File: src/core/octal_switch_consts.svh
/*
 Constants of the octal switch serial control: word size, counters,
 reset values and start-up timing.
 Assumes the core clock period given here matches CORE_CLK.
*/
`ifndef OCTAL_SWITCH_CONSTS_SVH
`define OCTAL_SWITCH_CONSTS_SVH

`define OSW_WORD_BITS      8
`define OSW_CNT_BITS       3
`define OSW_INVALID_LIMIT  4
`define OSW_INVALID_BITS   3
`define OSW_SYNC_STAGES    2
`define OSW_CLK_PERIOD_NS  4
`define OSW_STARTUP_NS     1000
`define OSW_STARTUP_CYC    ((`OSW_STARTUP_NS + `OSW_CLK_PERIOD_NS - 1) / `OSW_CLK_PERIOD_NS)
`define OSW_STARTUP_BITS   16
`define OSW_WORD_RST       8'h00
`define OSW_CNT_RST        3'h0

`endif

File: src/core/osw_pkg.sv
/*
 Types shared by the octal switch serial control.
 Assumes octal_switch_consts.svh is on the include path.
*/
`include "octal_switch_consts.svh"

package osw_pkg;

   typedef logic [`OSW_WORD_BITS-1:0] chan_word_t;

   // Serial link pins as seen at the device
   typedef struct packed
   {
      logic cs_n;
      logic sclk;
      logic din;
   } ser_pins_t;

   // Output-side status returned across the barrier
   typedef struct packed
   {
      chan_word_t overtemp;
      logic       supply_low;
   } drv_status_t;

   typedef enum logic [2:0]
   {
      ST_IDLE   = 3'b001,
      ST_SHIFT  = 3'b010,
      ST_COMMIT = 3'b100
   } link_state_t;

endpackage : osw_pkg

File: src/core/osw_sync.sv
/*
 Two-flop synchroniser for a vector of asynchronous levels.
 Assumes each bit is an independent level; no bus coherency is implied.
*/
`timescale 1ns/1ns
`default_nettype none

module osw_sync
#(
   parameter int WIDTH = 1
)
(
   input  wire logic             clk,    // Core clock
   input  wire logic             rst,    // Synchronous reset, high
   input  wire logic             ce,     // Clock enable
   input  wire logic [WIDTH-1:0] rst_val, // Value held during reset
   input  wire logic [WIDTH-1:0] d,      // Asynchronous input
   output logic      [WIDTH-1:0] q       // Synchronised output
);

   logic [WIDTH-1:0] meta_r;

   always_ff @(posedge clk)
   begin
      if (rst)
      begin
         meta_r <= rst_val;
         q      <= rst_val;
      end
      else if (ce)
      begin
         meta_r <= d;
         q      <= meta_r;
      end
   end

endmodule : osw_sync

`default_nettype wire

File: src/core/octal_switch_serial_ctrl.sv
/*
 Serial control logic of an eight-channel isolated high-side switch:
 shift register, clock modulo counter, channel latches, disable,
 transfer failure blanking, start-up hold and common alert pin.
 Assumes all link pins and output-side status are asynchronous to
 CORE_CLK, which runs much faster than the serial clock.
*/
`timescale 1ns/1ns
`default_nettype none
`include "octal_switch_consts.svh"

// Contract
// - Eight output channels, each switched by serially received data.
// - Each channel has its own latch; the kill input clears all of them.
// - Bit one switches the channel on, bit zero switches it off.
// - Kill input low switches every channel off at once.
// - While kill is low, input shift register and latches are cleared.
// - After kill releases, channels stay off until a new word arrives.
// - Serial interface works only while chip select is low.
// - Data input is sampled on each serial clock rising edge.
// - Data output changes after each serial clock falling edge.
// - Data output driven only while chip select low, else released.
// - Data output carries the shifted register content for daisy chains.
// - Chip select rising copies shifted bits into channel latches.
// - Alert output is the OR of the per-channel overtemperature detectors and the low supply flag.
// - Alert high normally, low on overtemperature or low driver supply.
// - Output stage stays disabled until interface is stable after power-up.
// - Clock pulses counted; word accepted only for whole multiples of eight.
// - Words travel most significant bit first on input and output.
// - Four invalid transfers in a row switch all channels off.
module octal_switch_serial_ctrl
   import osw_pkg::*;
#(
   parameter int WORD_BITS      = `OSW_WORD_BITS,
   parameter int INVALID_LIMIT  = `OSW_INVALID_LIMIT,
   parameter int STARTUP_CYCLES = `OSW_STARTUP_CYC
)
(
   input  wire logic                CORE_CLK,           // Core clock, 250 MHz
   input  wire logic                SYS_RST,            // Synchronous reset, high
   input  wire logic                CLK_EN,             // Clock enable, low freezes all
   input  wire osw_pkg::ser_pins_t  SER_PINS,           // Chip select, clock, data in
   input  wire logic                OUTPUT_KILL_N,      // Disable all channels, low
   input  wire osw_pkg::drv_status_t DRV_STATUS,        // Overtemp and supply flags
   output logic                     SER_DOUT,           // Serial data out value
   output logic                     SER_DOUT_OE,        // Serial data out enable
   output osw_pkg::chan_word_t      CHANNEL_DRIVE,      // Channel on commands
   output logic                     OVERTEMP_ALERT_N_O, // Alert pin value, always 0
   output logic                     OVERTEMP_ALERT_N_OE // Alert pin pulls low
);

   import osw_pkg::*;

   localparam logic [2:0] PIN_RST = 3'h6;
   localparam int         STAT_W  = WORD_BITS + 1;
   localparam logic [`OSW_STARTUP_BITS-1:0] STARTUP_LAST =
      `OSW_STARTUP_BITS'(STARTUP_CYCLES - 1);
   localparam logic [`OSW_INVALID_BITS-1:0] INVALID_MAX =
      `OSW_INVALID_BITS'(INVALID_LIMIT);

   ser_pins_t         pins_s;
   logic              kill_n_s;
   drv_status_t       stat_s;
   logic [2:0]        pins_raw;
   logic [2:0]        pins_q;
   logic [0:0]        kill_q;
   logic [STAT_W-1:0] stat_q;

   logic              sclk_d_r;
   logic              sclk_rise;
   logic              sclk_fall;
   logic              cs_d_r;
   logic              cs_fall;
   logic              cs_rise;

   link_state_t       state_r;
   link_state_t       state_nxt;

   chan_word_t        shift_r;
   logic [`OSW_CNT_BITS-1:0] clk_cnt_r;
   logic              any_clk_r;
   logic              word_ok;

   chan_word_t        latch_r;
   logic [`OSW_INVALID_BITS-1:0] invalid_cnt_r;
   logic              blank_r;
   logic [`OSW_STARTUP_BITS-1:0] startup_cnt_r;
   logic              stage_en_r;

   // Pin inputs pass two flip-flops before any logic reads them
   assign pins_raw = {SER_PINS.cs_n, SER_PINS.sclk, SER_PINS.din};

   osw_sync #(.WIDTH(3)) u_pin_sync
   (
      .clk     (CORE_CLK),
      .rst     (SYS_RST),
      .ce      (CLK_EN),
      .rst_val (PIN_RST),
      .d       (pins_raw),
      .q       (pins_q)
   );

   osw_sync #(.WIDTH(1)) u_kill_sync
   (
      .clk     (CORE_CLK),
      .rst     (SYS_RST),
      .ce      (CLK_EN),
      .rst_val (1'h0),
      .d       (OUTPUT_KILL_N),
      .q       (kill_q)
   );

   osw_sync #(.WIDTH(STAT_W)) u_stat_sync
   (
      .clk     (CORE_CLK),
      .rst     (SYS_RST),
      .ce      (CLK_EN),
      .rst_val ({STAT_W{1'b0}}),
      .d       (DRV_STATUS),
      .q       (stat_q)
   );

   assign pins_s   = ser_pins_t'(pins_q);
   assign kill_n_s = kill_q[0];
   assign stat_s   = drv_status_t'(stat_q);

   // Edge detection on the synchronised serial clock and chip select
   always_ff @(posedge CORE_CLK)
   begin
      if (SYS_RST)
      begin
         sclk_d_r <= 1'b1;
         cs_d_r   <= 1'b1;
      end
      else if (CLK_EN)
      begin
         sclk_d_r <= pins_s.sclk;
         cs_d_r   <= pins_s.cs_n;
      end
   end

   assign sclk_rise = pins_s.sclk & ~sclk_d_r;
   assign sclk_fall = ~pins_s.sclk & sclk_d_r;
   assign cs_fall   = ~pins_s.cs_n & cs_d_r;
   assign cs_rise   = pins_s.cs_n & ~cs_d_r;

   // Link sequencing: idle, shifting, one-cycle commit
   always_comb
   begin
      state_nxt = state_r;
      case (state_r)
         ST_IDLE:
         begin
            if (cs_fall)
               state_nxt = ST_SHIFT;
         end
         ST_SHIFT:
         begin
            if (cs_rise)
               state_nxt = ST_COMMIT;
         end
         ST_COMMIT:
         begin
            state_nxt = ST_IDLE;
         end
         default:
         begin
            state_nxt = ST_IDLE;
         end
      endcase
   end

   always_ff @(posedge CORE_CLK)
   begin
      if (SYS_RST)
         state_r <= ST_IDLE;
      else if (CLK_EN)
         state_r <= state_nxt;
   end

   // Shift register and modulo clock counter
   always_ff @(posedge CORE_CLK)
   begin
      if (SYS_RST)
      begin
         shift_r   <= `OSW_WORD_RST;
         clk_cnt_r <= `OSW_CNT_RST;
         any_clk_r <= 1'b0;
      end
      else if (CLK_EN)
      begin
         if (!kill_n_s)
         begin
            shift_r   <= `OSW_WORD_RST;
            clk_cnt_r <= `OSW_CNT_RST;
            any_clk_r <= 1'b0;
         end
         else if (cs_fall)
         begin
            clk_cnt_r <= `OSW_CNT_RST;
            any_clk_r <= 1'b0;
         end
         else if (state_r == ST_SHIFT && sclk_rise)
         begin
            shift_r   <= {shift_r[WORD_BITS-2:0], pins_s.din};
            clk_cnt_r <= clk_cnt_r + `OSW_CNT_BITS'(1);
            any_clk_r <= 1'b1;
         end
      end
   end

   // A word counts only for a non-empty whole multiple of eight clocks
   assign word_ok = any_clk_r && (clk_cnt_r == `OSW_CNT_RST);

   // Serial data output: MSB of shift register, moved on falling clock
   always_ff @(posedge CORE_CLK)
   begin
      if (SYS_RST)
      begin
         SER_DOUT    <= 1'b0;
         SER_DOUT_OE <= 1'b0;
      end
      else if (CLK_EN)
      begin
         if (cs_fall)
         begin
            SER_DOUT    <= shift_r[WORD_BITS-1];
            SER_DOUT_OE <= 1'b1;
         end
         else if (pins_s.cs_n)
         begin
            SER_DOUT_OE <= 1'b0;
         end
         else if (sclk_fall)
         begin
            SER_DOUT <= shift_r[WORD_BITS-1];
         end
      end
   end

   // Channel latches and invalid transfer counter
   always_ff @(posedge CORE_CLK)
   begin
      if (SYS_RST)
      begin
         latch_r       <= `OSW_WORD_RST;
         invalid_cnt_r <= '0;
         blank_r       <= 1'b0;
      end
      else if (CLK_EN)
      begin
         if (!kill_n_s)
         begin
            latch_r       <= `OSW_WORD_RST;
            invalid_cnt_r <= '0;
            blank_r       <= 1'b0;
         end
         else if (state_r == ST_COMMIT)
         begin
            if (word_ok)
            begin
               latch_r       <= shift_r;
               invalid_cnt_r <= '0;
               blank_r       <= 1'b0;
            end
            else if (invalid_cnt_r >= INVALID_MAX - 1'b1)
            begin
               invalid_cnt_r <= INVALID_MAX;
               blank_r       <= 1'b1;
            end
            else
            begin
               invalid_cnt_r <= invalid_cnt_r + 1'b1;
            end
         end
      end
   end

   // Start-up hold of the output stage
   always_ff @(posedge CORE_CLK)
   begin
      if (SYS_RST)
      begin
         startup_cnt_r <= '0;
         stage_en_r    <= 1'b0;
      end
      else if (CLK_EN && !stage_en_r)
      begin
         if (startup_cnt_r == STARTUP_LAST)
            stage_en_r <= 1'b1;
         else
            startup_cnt_r <= startup_cnt_r + 1'b1;
      end
   end

   // One drive flop per channel
   genvar ch;
   generate
      for (ch = 0; ch < WORD_BITS; ch++)
      begin : g_chan
         always_ff @(posedge CORE_CLK)
         begin
            if (SYS_RST)
               CHANNEL_DRIVE[ch] <= 1'b0;
            else if (CLK_EN)
               CHANNEL_DRIVE[ch] <= latch_r[ch] & kill_n_s
                                    & stage_en_r & ~blank_r;
         end
      end
   endgenerate

   // Common alert, open drain: enable pulls the pin low
   always_ff @(posedge CORE_CLK)
   begin
      if (SYS_RST)
      begin
         OVERTEMP_ALERT_N_O  <= 1'b0;
         OVERTEMP_ALERT_N_OE <= 1'b0;
      end
      else if (CLK_EN)
      begin
         OVERTEMP_ALERT_N_O  <= 1'b0;
         OVERTEMP_ALERT_N_OE <= (|stat_s.overtemp)
                                | stat_s.supply_low;
      end
   end

endmodule : octal_switch_serial_ctrl

`default_nettype wire

File: config.mk
export PLATFORM = sky130hd
export DESIGN_NAME = octal_switch_serial_ctrl
export DESIGN_NICKNAME = d
export VERILOG_FILES = /design/src/core/osw_pkg.sv /design/src/core/osw_sync.sv /design/src/core/octal_switch_serial_ctrl.sv
export VERILOG_INCLUDE_DIRS = /design/src /design/src/core
export SDC_FILE = /design/constraint.sdc
export NUM_CORES = 1
export LEC_CHECK = 0
export BUFFER_PORTS_ARGS = -buffer_cell sky130_fd_sc_hd__buf_2
export CORE_MARGIN = 4
export CORE_UTILIZATION = 61
export CTS_BUF_LIST = sky130_fd_sc_hd__clkbuf_4
export DETAILED_ROUTE_END_ITERATION = 8
export GPL_ROUTABILITY_DRIVEN = 0
export PLACE_DENSITY_LB_ADDON = 0.12
export SLEW_MARGIN = 0
export SYNTH_ARGS = -nofsm -noshare
export SYNTH_HDL_FRONTEND = slang
export SYNTH_SLANG_ARGS = --single-unit
File: constraint.sdc
create_clock -name CORE_CLK -period 2.2 [get_ports CORE_CLK]
set_input_delay 0.22 -clock CORE_CLK [delete_from_list [all_inputs] [get_ports CORE_CLK]]
set_output_delay 0.22 -clock CORE_CLK [all_outputs]
set_load 0.02 [all_outputs]
Yosys cells after proc, flatten, opt, wreduce, memory -nomap -nowiden. Cells that the tools add are included.

Bits in registers: 83. Output and inout port bits: 12. Logic and storage cells: 126.

Add/subtract/negate cells: 3. Order comparisons: 1. Equality and inequality tests: 13. Muxes and demuxes: 28. Bitwise operators: 35. Reductions and logical operators: 18.

Operators by type and width (count): $mux 8 (6); $and 1x1->1 (28); $mux 3 (9); $add 16x1->16 const B (1); $eq 16x8->1 const B (1); $reduce_and 3->1 (5); $ne 2x2->1 const B (7); $mux 1 (12); $reduce_and 2->1 (5); $reduce_or 8->1 (1); $add 3x1->3 const B (2); $ne 3x3->1 const B (2); $not 1->1 (6); $pmux 3 s2 (1); $reduce_bool 2->1 (2); $eq 3x1->1 const B (1); $eq 3x2->1 const B (1); $eq 3x3->1 const B (1); $ge 3x2->1 const B (1); $logic_and 1x1->1 (3); $logic_not 3->1 (1); $logic_not 1->1 (1); $or 1x1->1 (1).

Longest topological paths before layout.
Word-level depth: 6. Mapped depth: 7. Depth with buffers taken out: 6.

Cells and area by module. A second synthesis with hierarchy kept.

Cell total of the unflattened synthesis: 338. Area, all modules: 3727.3 sq um.

By module, submodules not included: octal_switch_serial_ctrl (instances 1, cells an instance 280, area each 2536.2 sq um, sequential area each 1141.1 sq um); osw_sync at u_stat_sync (instances 1, cells an instance 39, area each 814.5 sq um, sequential area each 540.5 sq um); osw_sync at u_pin_sync (instances 1, cells an instance 14, area each 287.8 sq um, sequential area each 180.2 sq um); osw_sync at u_kill_sync (instances 1, cells an instance 5, area each 88.8 sq um, sequential area each 60.1 sq um).

Worst setup path after synthesis. Ideal clock, no wire load.

Path kind: flip-flop to flip-flop. Start point: register startup_cnt_r[0]. End point: register startup_cnt_r[14]. Arrival: 1.739 ns. Data required time: 2.130 ns. Slack: 0.390 ns. Stages on the path, launching flop included: 6. Path buffers: 0. Period minus slack after synthesis: 1.810 ns. Cells stage by stage: dfxtp_1 ha_1 inv_1 or4_4 or4_1 a21oi_1.

Longest elaborated chain between the ends: 3. Elaborated cells between the ends (all ways): 4. Classes of those cells: add/sub (1); eq/ne (1); bitwise (1); reduce/logical (1).

RTL lines: from (decl) (RTL line octal_switch_serial_ctrl.sv:87) `` logic [`OSW_STARTUP_BITS-1:0] startup_cnt_r; ``; from (signal assigned) (RTL line octal_switch_serial_ctrl.sv:292) `startup_cnt_r <= startup_cnt_r + 1'b1;`; branches (longest 3 deep; another with $add 16x1->16).

Several ways; the timed one is not identified. A chain may end at the register's enable or synchronous reset.

Worst setup path after layout. Same ends and word-level chain as after synthesis.

==> impl_metrics.env <==
export IMPL_fillCellCount=441
export IMPL_drive_gt1_share_pct=14.2
export IMPL_hold_viol=0
export IMPL_powerDensity_mw_per_mm2=649
export IMPL_place_area_mm2=0.00360
export IMPL_ys_warn_count=0
export IMPL_synthCells=367
export IMPL_area_growth_pct=8.83
export IMPL_maxSlewViolCount=0
export IMPL_first_pass_iters=4
export IMPL_final_area_mm2=0.00370
export IMPL_pin_count=28
export IMPL_setup_violations=0
export IMPL_maxCapViolations=0
export IMPL_clockBufferDepth=2
export IMPL_synth_ff_type="dfxtp_1"
export IMPL_power_leakage_nw=1.45
export IMPL_path_clk_slew_ns=0.11
export IMPL_worstSkewPairLatency_ns=0.40
export IMPL_max_stage_delay_ns=0.55
export IMPL_cts_buffers=9
export IMPL_async_flop_share_pct=0
export IMPL_cts_setup_buffers=0
export IMPL_postCtsHoldBufs=1
export IMPL_clkPwrFrac_pct=28.0
export IMPL_wl_per_cell_um=13.6
export IMPL_fmax_ghz=0.501
export IMPL_clock_skew_ns=0.00966
export IMPL_crit_path_max_fanout=7
export IMPL_via_per_inst=5.71
export IMPL_worst_pin_slew_ns=0.775
export IMPL_worstSetupPathType="reg -> reg"
export IMPL_timing_rr_start="startup_cnt_r[0]"
export IMPL_drc=0
export IMPL_die_area_mm2=0.00684
export IMPL_grt_overflow=0
export IMPL_critPathLaunchType="register"
export IMPL_num_rows=26
export IMPL_setup_worst_path_end="startup_cnt_r[14]"
export IMPL_syn_nets=389
export IMPL_dp_hpwl_mm=4.29
export IMPL_rsz0062_at_grt="no"
export IMPL_period_share_pct=90.7
export IMPL_hp_class="in -> reg"
export IMPL_slowest_stage="or4_4"
export IMPL_die_w_um=82.7
export IMPL_cts_max_level=3
export IMPL_vias=2651
export IMPL_seq_area_frac_synth_pct=48.8
export IMPL_reg2reg_to="startup_cnt_r[14]"
export IMPL_avgSynthCellArea_um2=9.27
export IMPL_place_inst=451
export IMPL_p_sw_share_pct=23.6
export IMPL_fin_nets=415
export IMPL_routed_wl_mm=6.32
export IMPL_antenna_found_initial=0
export IMPL_grt_first_pass_wirelength_mm=11.1
export IMPL_drt_iter0_markers=214
export IMPL_max_slew_margin_pct=48.3
export IMPL_io_buffer_count=26
export IMPL_clk_root_buffer_cell="clkbuf_4"
export IMPL_grt_use_total_pct=21.0
export IMPL_initial_core_util_pct=64.6
export IMPL_netlist_area_mm2=0.00340
export IMPL_synth_seq_cells=83
export IMPL_reg2reg_setup_slack_ns=0.20
export IMPL_num_antenna_cells=0
export IMPL_die_h_um=82.7
export IMPL_outcome="completed"
export IMPL_vdd_drop_max_v=0.000488
export IMPL_grt_max_degree=35
export IMPL_end_kind="register"
export IMPL_grt_pass1_vias=2520
export IMPL_startpoint="startup_cnt_r[0]"
export IMPL_hold_depth=3
export IMPL_crit_path_cell_trace="ha_1 -> inv_1 -> or4_4 -> or4_1 -> a21oi_1"
export IMPL_synth_distinct_cells=46
export IMPL_core_area_mm2=0.00527
export IMPL_cts_sinks=83
export IMPL_post_cts_resized=0
export IMPL_post_route_min_period_ns=2.00
export IMPL_crit_arrival_ns=2.33
export IMPL_seq_power_share_pct=64.7
export IMPL_ant_nets=0
export IMPL_power_frac_comb_pct=7.2
export IMPL_p_sw_uw=567
export IMPL_cts_tree="yes"
export IMPL_r2r_worst_path_cells=5
export IMPL_required_ns=2.53
export IMPL_intPower_mw=1.84
export IMPL_finalNonFillerCells=464
export IMPL_synth_edf_count=0
export IMPL_fin_setup_tns_ns=0
[metrics by stage]
step                hold slack (ns)  setup slack, ns  total power, mW  util (%)
floorplan                     0.348            0.390             1.71         -
global placement              0.437            0.334             1.76      68.4
detailed placement            0.444            0.257             1.76      68.4
CTS                        0.000372            0.218             2.43      70.3
global route                0.00442           0.0921             2.53      70.3
finish                       0.0270            0.205             2.40      70.3
[power by group through the flow]
stage	combinational, mW	clock, mW	sequential [mW]
after floorplan	0.123	0	1.59
after global placement	0.169	0	1.59
after detailed placement	0.173	0	1.59
after CTS	0.174	0.702	1.56
after global routing	0.195	0.773	1.56
final	0.174	0.673	1.56
[cells in the mapped netlist (2+ instances only)]
cell type | count | area, µm²
dfxtp_1 | 83 | 1660
nor2_1 | 54 | 203
mux2i_1 | 28 | 280
a21oi_1 | 23 | 115
nand2_1 | 17 | 63.8
nand4_1 | 15 | 93.8
o21ai_0 | 14 | 70.1
clkbuf_1 | 13 | 48.8
inv_1 | 11 | 41.3
a32oi_1 | 9 | 78.8
nand3_1 | 9 | 45.0
a22oi_1 | 8 | 60.1
xor2_1 | 7 | 61.3
ha_1 | 6 | 75.1
nor2b_1 | 6 | 37.5
buf_1 | 5 | 18.8
nor3_1 | 5 | 25.0
o31ai_1 | 4 | 30.0
a211oi_1 | 3 | 22.5
a311oi_1 | 3 | 26.3
and2_1 | 3 | 18.8
buf_2 | 3 | 15.0
nand2b_1 | 3 | 18.8
nand4b_1 | 3 | 26.3
nor3b_1 | 3 | 22.5
o21a_1 | 3 | 22.5
nand3b_1 | 2 | 15.0
nor4_1 | 2 | 12.5
or3_1 | 2 | 12.5
or4_1 | 2 | 15.0
or4_4 | 2 | 22.5
xnor2_1 | 2 | 17.5
[placed cells by master (no fill, tap or decap), types with 7 or more instances in the layout]
cell type / instances
nand3_1: 9
nor2_1: 54
buf_4: 10
nand2_1: 17
a21oi_1: 23
dfxtp_1: 83
inv_1: 11
clkbuf_4: 11
mux2i_1: 28
xor2_1: 7
nand4_1: 15
a32oi_1: 9
a22oi_1: 8
buf_2: 26
o21ai_0: 14
[registers in the layout, indices dropped and copies added, names as in the netlist, 3 cells and up]
name,flops
u_stat_sync.q,9
latch_r,8
shift_r,8
state_r,3
clk_cnt_r,3
u_stat_sync.meta_r,9
startup_cnt_r,16
CHANNEL_DRIVE,8
u_pin_sync.q,3
invalid_cnt_r,3
u_pin_sync.meta_r,3
[per-layer routing]
metal / global-route usage [%] / vias up / wire length (µm)
li1: - / 1361 / -
met1: 26.3 / 1227 / 3010
met2: 34.5 / 55 / 2970
met3: 5.97 / 8 / 268
met4: 7.35 / 0 / 71
met5: 0 / - / 0
[worst max-delay path, delay by kind of cell (launching register included)]
family	cells	cell delay, ns
AOI/OAI and AO/OA	1	0.14
and+or+nand+nor	2	0.96
adders and majority gates	1	0.30
DFF	1	0.46
buffers and inverters	1	0.07
[how the worst min path moves through the flow]
stage                     start                    to
finish              SER_PINS[2]  u_pin_sync.meta_r[2]
global route        SER_PINS[2]  u_pin_sync.meta_r[2]
CTS                 SER_PINS[2]  u_pin_sync.meta_r[2]
detailed placement  SER_PINS[1]  u_pin_sync.meta_r[1]
global placement    SER_PINS[1]  u_pin_sync.meta_r[1]
floorplan           SER_PINS[1]  u_pin_sync.meta_r[1]
[layout make-up]
cell class                      instances  area [µm²]  share of cell area, %
Sequential cell                        83        1660                   44.9
Multi-Input combinational cell        251        1610                   43.5
Timing Repair Buffer                   37         215                   5.81
Tap cell                               70        87.6                   2.37
Clock buffer                           11        82.6                   2.23
Inverter                               11        41.3                   1.12
Clock inverter                          1        5.00                  0.135
[cells by family (layout without fill, tap and decap cells)]
| group | count (synthesis) | count (layout) | share of synthesized area, % |
|---|---|---|---|
| XOR/XNOR | 9 | 9 | 2.32 |
| flip-flops | 83 | 83 | 48.8 |
| AO/OA/AOI/OAI | 71 | 71 | 13.6 |
| other | 1 | 1 | 0.110 |
| multiplexers | 29 | 29 | 8.57 |
| AND/OR/NAND/NOR | 135 | 135 | 20.4 |
| buffers and inverters | 33 | 60 | 3.86 |
| adder cells (fa/ha/maj) | 6 | 6 | 2.21 |
Power figures use the tool's default switching activity.
